$ cat src/core/bcs_cfg.svh
`ifndef BCS_CFG_SVH
`define BCS_CFG_SVH

// Clock rate and timer base
`define BCS_CLK_MHZ 100
`define BCS_TICK_MS 100

// Typical timeouts with 1 nF on both timing caps, in minutes
`define BCS_PREQ_MIN 7.5
`define BCS_FAST_MIN 90.0
`define BCS_FULL_MIN 90.0
`define BCS_TOPOFF_MIN 45.0

// Timer counter width
`define BCS_TMR_W 32

`endif

$ cat src/core/bcs_pkg.sv
package bcs_pkg;

	// One-hot charger states
	typedef enum logic [6:0] {
		BCS_RESET  = 7'h01,
		BCS_PREQ   = 7'h02,
		BCS_FAST   = 7'h04,
		BCS_FULL   = 7'h08,
		BCS_TOPOFF = 7'h10,
		BCS_DONE   = 7'h20,
		BCS_FAULT  = 7'h40
	} bcs_state_e;

	// Command to the power stage
	typedef enum logic [1:0] {
		BCS_CMD_OFF = 2'h0,
		BCS_CMD_PRE = 2'h1,
		BCS_CMD_CC  = 2'h2,
		BCS_CMD_CV  = 2'h3
	} bcs_cmd_e;

endpackage : bcs_pkg

$ cat src/core/bcs_tick_div.sv
module bcs_tick_div #(
	parameter int unsigned CYCLES = 10000000
) (
	// Clock and reset
	input wire logic sys_clk,
	input wire logic arst_n,
	// Tick output
	output logic tick
);

	logic [31:0] cnt_ff;
	logic tick_ff;

	always_ff @(posedge sys_clk or negedge arst_n) begin
		if (!arst_n) begin
			cnt_ff <= 32'h0000_0000;
			tick_ff <= 1'b0;
		end else if (cnt_ff == 32'(CYCLES - 1)) begin
			cnt_ff <= 32'h0000_0000;
			tick_ff <= 1'b1;
		end else begin
			cnt_ff <= cnt_ff + 32'h0000_0001;
			tick_ff <= 1'b0;
		end
	end

	assign tick = tick_ff;

endmodule : bcs_tick_div

$ cat src/core/bcs_timeout.sv
`include "bcs_cfg.svh"

module bcs_timeout #(
	parameter int W = `BCS_TMR_W
) (
	// Clock and reset
	input wire logic sys_clk,
	input wire logic arst_n,
	// Control
	input wire logic clear,
	input wire logic tickEn,
	input wire logic [W-1:0] limit,
	// Status
	output logic [W-1:0] count,
	output logic expired
);

	logic [W-1:0] count_ff;
	logic expired_ff;

	always_ff @(posedge sys_clk or negedge arst_n) begin
		if (!arst_n) begin
			count_ff <= '0;
		end else if (clear) begin
			count_ff <= '0;
		end else if (tickEn && count_ff < limit) begin
			count_ff <= count_ff + W'(1);
		end
	end

	always_ff @(posedge sys_clk or negedge arst_n) begin
		if (!arst_n) begin
			expired_ff <= 1'b0;
		end else begin
			expired_ff <= !clear && (count_ff >= limit);
		end
	end

	assign count = count_ff;
	assign expired = expired_ff;

endmodule : bcs_timeout

$ cat src/core/bcs_charge_fsm.sv
`include "bcs_cfg.svh"

module bcs_charge_fsm #(
	parameter int unsigned PRI_TICK_CYCLES = `BCS_TICK_MS * 1000 * `BCS_CLK_MHZ,
	parameter int unsigned SEC_TICK_CYCLES = `BCS_TICK_MS * 1000 * `BCS_CLK_MHZ,
	parameter int unsigned PREQ_TICKS = int'(`BCS_PREQ_MIN * 60000.0 / `BCS_TICK_MS),
	parameter int unsigned FAST_TICKS = int'(`BCS_FAST_MIN * 60000.0 / `BCS_TICK_MS),
	parameter int unsigned FULL_TICKS = int'(`BCS_FULL_MIN * 60000.0 / `BCS_TICK_MS),
	parameter int unsigned TOPOFF_TICKS = int'(`BCS_TOPOFF_MIN * 60000.0 / `BCS_TICK_MS)
) (
	// Clock and reset
	input wire logic sys_clk,
	input wire logic arst_n,
	// External enable
	input wire logic charge_disable_n,
	// Analog comparator results
	input wire logic battAboveUv,
	input wire logic battAtReg,
	input wire logic currentBelowTenPct,
	input wire logic tempInRange,
	input wire logic supplyHeadroomOk,
	input wire logic battOverVolt,
	input wire logic battBelowRecharge,
	// Power stage command
	output bcs_pkg::bcs_cmd_e chargeCmd,
	// Open-drain indicators, enable high while pulling low
	output logic faultOut,
	output logic faultOe,
	output logic const_current_indicator,
	output logic const_current_indicatorOe,
	output logic const_voltage_indicator,
	output logic const_voltage_indicatorOe,
	// State view
	output bcs_pkg::bcs_state_e chargeState
);

	localparam int TW = `BCS_TMR_W;

	////////////////////////////////////////////////////////////////////////////
	// Input sampling

	logic chgEnN_ff;
	logic aboveUv_ff;
	logic atReg_ff;
	logic lowCur_ff;
	logic tempOk_ff;
	logic headOk_ff;
	logic overVolt_ff;
	logic belowRchg_ff;

	always_ff @(posedge sys_clk or negedge arst_n) begin
		if (!arst_n) begin
			chgEnN_ff <= 1'b0;
			aboveUv_ff <= 1'b0;
			atReg_ff <= 1'b0;
			lowCur_ff <= 1'b0;
			tempOk_ff <= 1'b0;
			headOk_ff <= 1'b0;
			overVolt_ff <= 1'b0;
			belowRchg_ff <= 1'b0;
		end else begin
			chgEnN_ff <= charge_disable_n;
			aboveUv_ff <= battAboveUv;
			atReg_ff <= battAtReg;
			lowCur_ff <= currentBelowTenPct;
			tempOk_ff <= tempInRange;
			headOk_ff <= supplyHeadroomOk;
			overVolt_ff <= battOverVolt;
			belowRchg_ff <= battBelowRecharge;
		end
	end

	////////////////////////////////////////////////////////////////////////////
	// Timers

	bcs_pkg::bcs_state_e state_ff;
	bcs_pkg::bcs_state_e nxt_state;
	logic priTick;
	logic secTick;
	logic timerClear;
	logic timerTick;
	logic timerExpired;
	logic [TW-1:0] timerCount;
	logic [TW-1:0] timerLimit;
	logic runOk;
	logic suspended;

	// Charging states are the ones the thermistor can pause
	function automatic logic isCharging(input bcs_pkg::bcs_state_e s);
		return s == bcs_pkg::BCS_PREQ || s == bcs_pkg::BCS_FAST ||
			s == bcs_pkg::BCS_FULL || s == bcs_pkg::BCS_TOPOFF;
	endfunction : isCharging

	// Any of these drops the charger straight back to reset
	assign runOk = chgEnN_ff && headOk_ff && !overVolt_ff;
	assign suspended = isCharging(state_ff) && !tempOk_ff;

	bcs_tick_div #(
		.CYCLES(PRI_TICK_CYCLES)
	) u_priDiv (
		.sys_clk(sys_clk),
		.arst_n(arst_n),
		.tick(priTick)
	);

	bcs_tick_div #(
		.CYCLES(SEC_TICK_CYCLES)
	) u_secDiv (
		.sys_clk(sys_clk),
		.arst_n(arst_n),
		.tick(secTick)
	);

	always_comb begin
		case (state_ff)
			bcs_pkg::BCS_PREQ: timerLimit = TW'(PREQ_TICKS);
			bcs_pkg::BCS_FAST: timerLimit = TW'(FAST_TICKS);
			bcs_pkg::BCS_FULL: timerLimit = TW'(FULL_TICKS);
			bcs_pkg::BCS_TOPOFF: timerLimit = TW'(TOPOFF_TICKS);
			default: timerLimit = '1;
		endcase
	end

	// Fast charge alone runs off the secondary cap
	assign timerTick = isCharging(state_ff) && !suspended && runOk &&
		((state_ff == bcs_pkg::BCS_FAST) ? secTick : priTick);
	// Fresh count on every state change; held at zero in reset
	assign timerClear = (nxt_state != state_ff) || state_ff == bcs_pkg::BCS_RESET;

	bcs_timeout #(
		.W(TW)
	) u_timer (
		.sys_clk(sys_clk),
		.arst_n(arst_n),
		.clear(timerClear),
		.tickEn(timerTick),
		.limit(timerLimit),
		.count(timerCount),
		.expired(timerExpired)
	);

	////////////////////////////////////////////////////////////////////////////
	// State machine

	always_comb begin
		nxt_state = state_ff;
		if (!runOk) begin
			nxt_state = bcs_pkg::BCS_RESET;
		end else if (suspended) begin
			nxt_state = state_ff;
		end else begin
			case (state_ff)
				bcs_pkg::BCS_RESET: begin
					nxt_state = bcs_pkg::BCS_PREQ;
				end
				bcs_pkg::BCS_PREQ: begin
					if (aboveUv_ff) begin
						nxt_state = bcs_pkg::BCS_FAST;
					end else if (timerExpired) begin
						nxt_state = bcs_pkg::BCS_FAULT;
					end
				end
				bcs_pkg::BCS_FAST: begin
					if (atReg_ff) begin
						nxt_state = bcs_pkg::BCS_FULL;
					end else if (timerExpired) begin
						nxt_state = bcs_pkg::BCS_FAULT;
					end else if (!aboveUv_ff) begin
						nxt_state = bcs_pkg::BCS_PREQ;
					end
				end
				bcs_pkg::BCS_FULL: begin
					if (lowCur_ff || timerExpired) begin
						nxt_state = bcs_pkg::BCS_TOPOFF;
					end
				end
				bcs_pkg::BCS_TOPOFF: begin
					if (timerExpired) begin
						nxt_state = bcs_pkg::BCS_DONE;
					end
				end
				bcs_pkg::BCS_DONE: begin
					if (belowRchg_ff) begin
						nxt_state = bcs_pkg::BCS_RESET;
					end
				end
				bcs_pkg::BCS_FAULT: begin
					nxt_state = bcs_pkg::BCS_FAULT;
				end
				default: begin
					nxt_state = bcs_pkg::BCS_RESET;
				end
			endcase
		end
	end

	always_ff @(posedge sys_clk or negedge arst_n) begin
		if (!arst_n) begin
			state_ff <= bcs_pkg::BCS_RESET;
		end else begin
			state_ff <= nxt_state;
		end
	end

	////////////////////////////////////////////////////////////////////////////
	// Outputs

	bcs_pkg::bcs_cmd_e cmd_ff;
	logic faultOe_ff;
	logic ccOe_ff;
	logic cvOe_ff;

	always_ff @(posedge sys_clk or negedge arst_n) begin
		if (!arst_n) begin
			cmd_ff <= bcs_pkg::BCS_CMD_OFF;
		end else if (!runOk || suspended) begin
			cmd_ff <= bcs_pkg::BCS_CMD_OFF;
		end else begin
			case (state_ff)
				bcs_pkg::BCS_PREQ: cmd_ff <= bcs_pkg::BCS_CMD_PRE;
				bcs_pkg::BCS_FAST: cmd_ff <= bcs_pkg::BCS_CMD_CC;
				bcs_pkg::BCS_FULL: cmd_ff <= bcs_pkg::BCS_CMD_CV;
				bcs_pkg::BCS_TOPOFF: cmd_ff <= bcs_pkg::BCS_CMD_CV;
				default: cmd_ff <= bcs_pkg::BCS_CMD_OFF;
			endcase
		end
	end

	// Indicators follow the state, so a pause leaves them as they were
	always_ff @(posedge sys_clk or negedge arst_n) begin
		if (!arst_n) begin
			faultOe_ff <= 1'b0;
			ccOe_ff <= 1'b0;
			cvOe_ff <= 1'b0;
		end else begin
			faultOe_ff <= state_ff == bcs_pkg::BCS_FAULT;
			ccOe_ff <= state_ff == bcs_pkg::BCS_PREQ ||
				state_ff == bcs_pkg::BCS_FAST;
			cvOe_ff <= state_ff == bcs_pkg::BCS_FULL;
		end
	end

	assign chargeCmd = cmd_ff;
	assign faultOut = 1'b0;
	assign faultOe = faultOe_ff;
	assign const_current_indicator = 1'b0;
	assign const_current_indicatorOe = ccOe_ff;
	assign const_voltage_indicator = 1'b0;
	assign const_voltage_indicatorOe = cvOe_ff;
	assign chargeState = state_ff;
endmodule : bcs_charge_fsm

$ cat config.mk
export PLATFORM = sky130hd
export DESIGN_NAME = bcs_charge_fsm
export DESIGN_NICKNAME = d
export VERILOG_FILES = /design/src/core/bcs_pkg.sv /design/src/core/bcs_tick_div.sv /design/src/core/bcs_timeout.sv /design/src/core/bcs_charge_fsm.sv
export VERILOG_INCLUDE_DIRS = /design/src /design/src/core
export SDC_FILE = /design/constraint.sdc
export NUM_CORES = 1
export LEC_CHECK = 0
export BUFFER_PORTS_ARGS = -buffer_cell sky130_fd_sc_hd__buf_2
export CAP_MARGIN = 25
export CELL_PAD_IN_SITES_DETAIL_PLACEMENT = 0
export CELL_PAD_IN_SITES_GLOBAL_PLACEMENT = 1
export CORE_AREA = 2 2 172 174
export DETAILED_ROUTE_END_ITERATION = 7
export DIE_AREA = 0 0 174 176
export GPL_TIMING_DRIVEN = 0
export PLACE_DENSITY_LB_ADDON = 0.05
export SETUP_SLACK_MARGIN = 0.2
export SYNTH_ARGS = -nofsm -noshare
export SYNTH_HDL_FRONTEND = slang
export SYNTH_SLANG_ARGS = --single-unit
$ cat constraint.sdc
create_clock -name sys_clk -period 4.1 [get_ports sys_clk]
set_input_delay 0.82 -clock sys_clk [delete_from_list [all_inputs] [get_ports sys_clk]]
set_output_delay 0.82 -clock sys_clk [all_outputs]
set_load 0.01 [all_outputs]
==> results of run 1 <==
-- flip-flops by register name, summed over array words and instances, names as in the netlist, 2 cells and up --
name             count
chargeState          7
u_priDiv.cnt_ff     32
u_secDiv.cnt_ff     32
u_timer.count       32
chargeCmd            2
-- metrics by stage --
stage | TNS (ns) | area (µm²) | hold WS, ns | utilization
floorplan | 0 | 7070 | 0.443 | -
global placement | -20.19 | 7650 | 0.459 | 0.268
detailed placement | -21.06 | 7690 | 0.462 | 0.270
CTS | 0 | 8460 | 0.337 | 0.296
global route | 0 | 8590 | 0.349 | 0.301
finish | 0 | 8590 | 0.329 | 0.301
-- logic make-up after synthesis --
group | after synthesis
xor gates and xnor gates | 80
other | 1
buffers and inverters | 54
DFF | 119
adders and majority gates | 30
and+or+nand+nor | 314
AOI/OAI and AO/OA | 103
muxes | 1
-- area by class of cell --
class / instances / area, µm²
buffer: 39 / 297
clock buffer: 19 / 433
clock inverter: 13 / 195
fill: 3072 / 20000
inverter: 15 / 56.3
multi-input combinational: 531 / 3860
sequential: 119 / 2980
tap: 384 / 480
timing repair buffer: 40 / 287
-- cells in the final DEF (no fill, tap or decap), types with 4 or more instances in the layout --
cell type  count
a211oi_1       6
a211oi_2      18
a21o_1         4
a21oi_1       13
and2_1         8
and3_1        18
and4_1        11
buf_2         25
buf_4         22
buf_6         17
bufinv_16      4
clkbuf_1      13
clkbuf_16     17
clkinv_4       5
dfrtp_1      117
ha_1          29
inv_1         15
nand2_1       38
nand2b_1       5
nand3_1       50
nand4_1       31
nor2_1        48
nor2b_1        4
nor3_1        29
nor3_2         6
nor4_1        16
nor4b_1        6
o21ai_0        8
o21ai_1        5
o31ai_1       17
or3_1          6
or4_1         15
xnor2_1       54
xor2_1        24
-- worst max-delay path by stage --
stage | startpoint | depth (start not counted) | endpoint
after floorplan | chargeState[4]$_DFF_PN0_ | 13 | u_timer.count[10]$_DFFE_PN0P_
after global routing | chargeState[3]$_DFF_PN0_ | 15 | u_timer.count[14]$_DFFE_PN0P_
after global placement | chargeState[4]$_DFF_PN0_ | 15 | u_timer.count[1]$_DFFE_PN0P_
final | chargeState[2]$_DFF_PN0_ | 15 | u_timer.count[14]$_DFFE_PN0P_
after CTS | chargeState[4]$_DFF_PN0_ | 14 | u_timer.count[14]$_DFFE_PN0P_
after detailed placement | chargeState[4]$_DFF_PN0_ | 14 | u_timer.count[27]$_DFFE_PN0P_
-- worst max-delay path, delay by kind of cell, from the launching register on --
| kind | cells | cell delay [ns] |
|---|---|---|
| buffers and inverters | 4 | 0.60 |
| and+or+nand+nor | 3 | 0.91 |
| adders and majority gates | 1 | 0.28 |
| DFF | 1 | 0.39 |
| xor gates and xnor gates | 1 | 0.20 |
| AOI/OAI and AO/OA | 6 | 1.24 |
-- power breakdown --
part | total (µW) | internal, µW | leakage (µW) | switching (µW)
registers | 1190 | 1180 | 0.00161 | 5.27
clock network | 1630 | 1030 | 0.000306 | 600
logic | 91.3 | 28.2 | 0.00166 | 63.1
-- what timing repair did --
| item | 4_1_cts | 5_1_grt |
|---|---|---|
| pin swaps | 5 | 9 |
| endpoints found under the setup margin | 33 | 18 |
| gates cloned | 0 | 0 |
| gates resized for setup | 18 | 16 |
| buffers inserted | 6 | 11 |
-- metal layers --
layer / up-vias / part of all wire
li1: 2717 / -
met1: 2803 / 0.49
met2: 62 / 0.48
met3: 18 / 0.022
met4: 0 / 0.011
met5: - / 0
==> results.txt, run 1 <==
In the final layout, the share of cells above drive strength 1 is 0.196. Timing analysis after detailed placement gives a worst setup slack of -0.823 ns. For this run, the detailed router's first-pass iteration total came to 5. The floorplan step set the die width to about 170 µm. The die outline area is around 30000 µm². The final layout contains routed wiring with a total length of 19500 µm. The number of sinks handled by clock tree synthesis is 119.

The largest fanout of any net on the critical path came out at 16. For this design the static power due to leakage is between 0.003 and 0.004 µW. For this design the top-level I/O count stands at 25.

The global placement routability congestion is 0.719. The min-delay analysis places its worst path in the category in -> async. The arrival time at the worst endpoint came out at 4.05 ns. The number of different library cells in the post-synthesis netlist is 77. The clock passes through at most 2 buffers. The XOR/XNOR share of the synthesized area is 0.100. The number of instances in the synthesized netlist is 702. The detailed-route via count came out at 5600.

The overall global routing resource usage came out at 0.134. The primary flip-flop cell chosen by synthesis mapping is dfrtp_1. The remaining antenna violation count came out at 0.

The critical path in this run is classified as reg -> reg. The final period demand of the worst path is 3.72 ns. The actual slew at the worst max-slew pin is 0.830 ns. Clock-pin slew was measured on the worst setup and hold paths at 0.06 ns. The final layout contains between 800 and 900 nets. Dividing the detail-routed wire length by the instance count gives ~17 µm. The met3 track demand over resource in global routing came out at 0.0261. The worst path meets setup with 0.378 ns of slack. The final standard cell count with taps included and fillers excluded came out at 1160. The warning count from the yosys run came out at 0. The worst register-to-register path has a setup slack of about 0.38 ns. The cell with the most instances after synthesis is dfrtp_1. The count of pins over their slew limit came out at 0. After clock tree synthesis, the flow added hold-fix buffers numbering 0. The adder-cell share of the synthesized area is 0.0528.

The largest net degree at the start of global routing came out at between 70 and 80. In this design, the critical path's most frequently occurring cell is buf_6. The number of port buffers is 21. TritonCTS built the clock tree. The clock tree skew after final layout is 0.0165 ns. The initial DRC count came out at 248. The starting density of the core came out at 0.247.

The remaining global-route overflow is 0. Sorting the synthesized cells by area gives the leading types as dfrtp_1 (42%), xnor2_1 (6.7%), ha_1 (5.1%). The cell area after synthesis is between 7000 and 8000 µm². The H-tree was split into 4 levels.

By area, the combinational part of the netlist is dominated by simple AND/OR/NAND/NOR gates. The maximum clock frequency is around 0.27 GHz. The met1 layer usage reported by global route is 0.175. The synthesized-area fraction occupied by ao, oa, aoi and oai cells is 0.123. Traced cell by cell, the critical path runs through buf_6, xor2_2, a211oi_4, nor2_4, buf_12, buf_4, ha_1, a21oi_1, o21ai_1, o221ai_2, o2111ai_4, or2_4, buf_6, or4_1, a211oi_2. The number of antenna violations at the first check in global routing is 0.

The standard cell core area is 28500 µm². Dividing total power by cell area gives a power density of 338 nW/µm². The die span in y is 176 µm. The first global-routing pass estimated approximately 32000 µm of wire. met2 is the most crowded layer. The highest-delay cell along the critical path is or4_1.

Setup repair after global routing could not meet its margin everywhere. In this run, synthesis inferred 0 flip-flops with an integrated enable. The share of flip-flops with an asynchronous set or reset is 1.00. CTS placed an instance of clkbuf_16 at the clock tree root. The worst setup path is launched from a register. Setup violations remaining at the end of the flow were counted as 0.

The synthesis-stage register bit count is 119. The largest area contributor in the synthesized netlist is dfrtp_1. The total placed cells including tap cells came out at 1111. STA classifies the critical path endpoint as a register. The flow ran to the end, and the final reports show no timing, DRC or antenna violations. The register area share after synthesis is 0.422. The via count of the first global-routing pass is 5845. The met2 routing resource usage after global routing is 0.224. The area growth from synthesis to layout is 21.7%. The data required time at the worst endpoint came out at 4.43 ns. The antenna diode count is 0. The half-perimeter wire length after placement is 13700 µm.

The post-route total power is 2900 µW. The worst slew margin relative to its limit came out at 0.441. Of the total synthesized cell area, the portion taken by AND, OR, NAND and NOR gates is 0.254. The endpoint of the worst-slack reg-to-reg timing path is u_timer.count[14]$_DFFE_PN0P_.

The tool flagged a number of max-cap violations equal to 0. Dividing the final minimum period by the clock period gives 0.908. After detailed routing, the number of remaining DRC violations is 0. By count the netlist is led by dfrtp_1 (118), xnor2_1 (54), nand3_1 (50), nor2_1 (50), nand2_1 (38). The startpoint identified for the worst register-to-register timing path is chargeState[2]$_DFF_PN0_. The average cell area after synthesis came out at 10.1 µm².

Counting the buffers created by CTS gives 17. The mux share of post-synthesis cell area is 0.00142. The clock insertion delay at the later pin of the skew report is 0.42 ns.

For this run, the slowest stage of the critical path takes 0.52 ns. The worst register-to-register path has a depth of 15. IR analysis of the VDD net gives a maximum drop of 0.262 mV. Dividing the detail-routed via count by the number of cells gives a little under 5. The number of hold violations in the final report is 0. The portion of synthesized cell area occupied by the leading cell type is 0.418. After floorplanning, the core was divided into 62 placement rows.
(Power assumes the default switching activity.)
==> run 2: changes to the inputs <==
--- a/config.mk
+++ b/config.mk
@@ -15,5 +15,5 @@
 export DIE_AREA = 0 0 174 176
 export GPL_TIMING_DRIVEN = 0
-export PLACE_DENSITY_LB_ADDON = 0.05
+export PLACE_DENSITY = 0.58
 export SETUP_SLACK_MARGIN = 0.2
 export SYNTH_ARGS = -nofsm -noshare
==> constraint.sdc (replaced) <==
create_clock -name sys_clk -period 4.1 [get_ports sys_clk]
set_input_delay 0.82 -clock sys_clk [delete_from_list [all_inputs] [get_ports sys_clk]]
set_output_delay 0.82 -clock sys_clk [all_outputs]
set_load 0.005 [all_outputs]
==> run 2 against run 1 <==
  * Maximum frequency is 1.6% lower
  * Critical path type unchanged
  * Combinational power is 0.4% lower
  * Clock skew fell by 0.0026 ns
  * Largest cell class unchanged
  * Critical endpoint is now u_timer.count[13]$_DFFE_PN0P_
  * Largest power group unchanged
  * Sequential share of layout area is 0.56 points lower
  * Utilization up 0.52 points
  * Via count fell by 0.43%
  * Final cell count increased by 1.0%
  * Wire length down 6.8%
  * Worst hold slack got worse by 0.026 ns
  * Critical path depth is the same
  * Non-clock buffer count rose by 12
==> results.txt, run 2 (same netlist as run 1, synthesis figures left out) <==
The max-capacitance violation count is 0. Across the routed clock network, the largest skew measured is 0.0139 ns. By startpoint and endpoint, the worst setup path is classified as reg -> reg. For the pin with the worst max-slew slack, the measured transition is 0.837 ns. The share of the clock period used by the worst path after layout is 0.922. In this run, placement finished with an instance count of 1110. The overall global routing resource usage is 0.123.

The number of DRC violations after detailed routing came out at 0. The net count reported at finish is 814. In this run the count of I/O pins placed on the die edge is 25. The remaining antenna violation count is 0.

The largest net degree at the start of global routing came out at between 80 and 90. The remaining global-route overflow is 0. The clock insertion delay at the later pin of the skew report is around 0.43 ns. The internal power summed over all cells came out at 2140 µW. Once routing completed, OpenROAD measured the worst setup slack at ~0.32 ns. The number of buffers inserted during clock tree synthesis came out at 17. The die is 176 µm tall. The die extent in x is 174 µm.

Counting along the longest clock path gives a buffer depth of 2. The worst pin sits at a relative slew slack of 0.437. The global placement routability congestion is about 0.75. The routed design could run at a clock period as short as ~3.8 ns. The synthesis-to-finish area growth is 23.8%. The clock transition at the registers of the reported paths is 0.06 ns.

The power dissipated by switching net loads came out at 678 µW. After detailed routing, the average wire length per cell comes to 15.5 µm. The reg-to-reg startpoint is chargeState[6]$_DFF_PN0_. Leaving out fill and tap cells, the most frequent cells in the layout are dfrtp_1 (115), xnor2_1 (54), nand3_1 (50).

The count of pins over their slew limit is 0. The largest fanout of any net on the critical path is 9. The antenna diode count came out at 0. The average via count per standard cell came out at 4.76. The reg-to-reg setup timing slack is ~0.32 ns.

The final standard cell area without fillers came out at 8740 µm². The detailed-router iteration count before antenna repair is 4. The placement row count came out at 62.

The endpoint of the worst-slack reg-to-reg timing path is u_timer.count[13]$_DFFE_PN0P_. The routed design has around 18000 µm of wire. The worst-case IR drop observed on VDD is 0.238 mV. Of the total power, the share spent switching nets is 0.241.

The share of total power dissipated in combinational logic is 0.032. The die outline area is ~31000 µm². In this run the standard cell core region covers 28500 µm².

The setup slack after placement came out at -0.471 ns. The cell at the root of the clock tree is clkbuf_16. The library cell used most frequently in the layout, excluding fill and tap cells, is dfrtp_1. The fraction of final layout cells with drive strength greater than 1 is 0.223. The worst setup path is launched from a register. The total of endpoints with negative setup slack in the final report is 0. The half-perimeter wire length after placement came out at 12200 µm. The final standard cell count with taps included and fillers excluded came out at about 1200. The number of sinks handled by clock tree synthesis came out at 119.

Of the total power, the clock network draws 0.547. The initial DRC count is 336. The share of power burned in registers came out at 0.421.

The worst setup path is captured at a register. The worst hold path belongs to the class in -> async. For this design the ratio of total power to cell area is 322 nW/µm². The flow ran to the end, and the final reports show no timing, DRC or antenna violations.

Setup repair after global routing left no endpoint under its margin. The analysis attributes to cell leakage a power of between 0.003 and 0.004 µW. The number of port buffers came out at 21. The arrival time at the worst endpoint came out at 4.12 ns. The maximum clock frequency came out at about 0.26 GHz.

The TritonCTS clock tree is yes. The worst hold slack across all endpoints came out at 0.303 ns. The post-placement cell area is about 7700 µm². The detailed-route via count is 5576.

The first-pass GRT wire length is 30300 µm. The via count of the first global-routing pass came to 5654. Counting cells, the worst reg-to-reg path comes to 15.

The critical path starts at chargeState[6]$_DFF_PN0_. The number of hold violations in the final report came out at 0. The H-tree was split into 4 levels. The number of antenna violations at the first check in global routing came out at 0.

The most critical setup path has its endpoint at u_timer.count[13]$_DFFE_PN0P_. The starting density of the core is 0.247. The data required time at the worst endpoint came out at 4.43 ns.
==> run 2: routing by layer <==
layer	track usage	share of wire
met3	0.0215	0.022
met4	0.0392	0.0096
met1	0.166	0.50
met5	0	0
met2	0.199	0.47
==> run 2: critical path: stages (launching register included) <==
cell	delay, ns
dfrtp_2	0.47
or3_1	0.43
buf_6	0.17
nor2_4	0.13
buf_6	0.12
buf_4	0.13
ha_1	0.23
nand4_1	0.20
buf_4	0.16
inv_2	0.04
a211oi_4	0.25
o2111ai_4	0.16
or2_4	0.33
clkbuf_16	0.17
or4_1	0.52
a211oi_2	0.20
==> run 2: how the worst min path moves through the flow <==
stage                               endpoint  cells after the start                          start
2_1_floorplan  u_priDiv.cnt_ff[31]$_DFF_PN0_                      1  u_priDiv.cnt_ff[31]$_DFF_PN0_
3_3_place_gp   u_secDiv.cnt_ff[31]$_DFF_PN0_                      1  u_secDiv.cnt_ff[31]$_DFF_PN0_
3_5_place_dp   u_priDiv.cnt_ff[31]$_DFF_PN0_                      1  u_priDiv.cnt_ff[31]$_DFF_PN0_
4_1_cts         u_timer.count[6]$_DFFE_PN0P_                      1                         arst_n
5_1_grt         u_timer.count[6]$_DFFE_PN0P_                      1                         arst_n
6_report        u_timer.count[6]$_DFFE_PN0P_                      1                         arst_n
==> run 2: cell type report <==
| type | count | area, µm² |
|---|---|---|
| fillers | 3000 | 19800 |
| multi-input cells | 531 | 3930 |
| flip-flops and latches | 119 | 2980 |
| well taps | 384 | 480 |
| clock buffers | 18 | 439 |
| repair buffers | 52 | 389 |
| plain buffers | 39 | 302 |
| clock inverters | 14 | 163 |
| inverters | 15 | 56.3 |
==> run 2: repair_timing <==
action | 4_1_cts | 5_1_grt
setup endpoints to repair | 33 | 26
endpoints found under the hold margin | 0 | 0
resized for setup | 12 | 33
cloned | 0 | 1
pin swaps | 4 | 19
buffers inserted | 11 | 18
hold buffers | 0 | 0
==> run 2: metrics by stage <==
stage          total power [µW]  utilization  TNS, ns
6_report                   2810        0.306        0
5_1_grt                    2920        0.306        0
4_1_cts                    2850        0.295        0
3_5_place_dp               1290        0.269   -10.61
3_3_place_gp               1290        0.268    -9.33
2_1_floorplan              1240            -        0
==> run 2: power groups by stage <==
stage	Clock (µW)	Sequential (µW)	Combinational, µW
after global placement	0	1210	83.4
after floorplan	0	1200	40.2
after CTS	1580	1180	90.5
after detailed placement	0	1210	87.5
after global routing	1630	1180	102
final	1540	1180	90.9
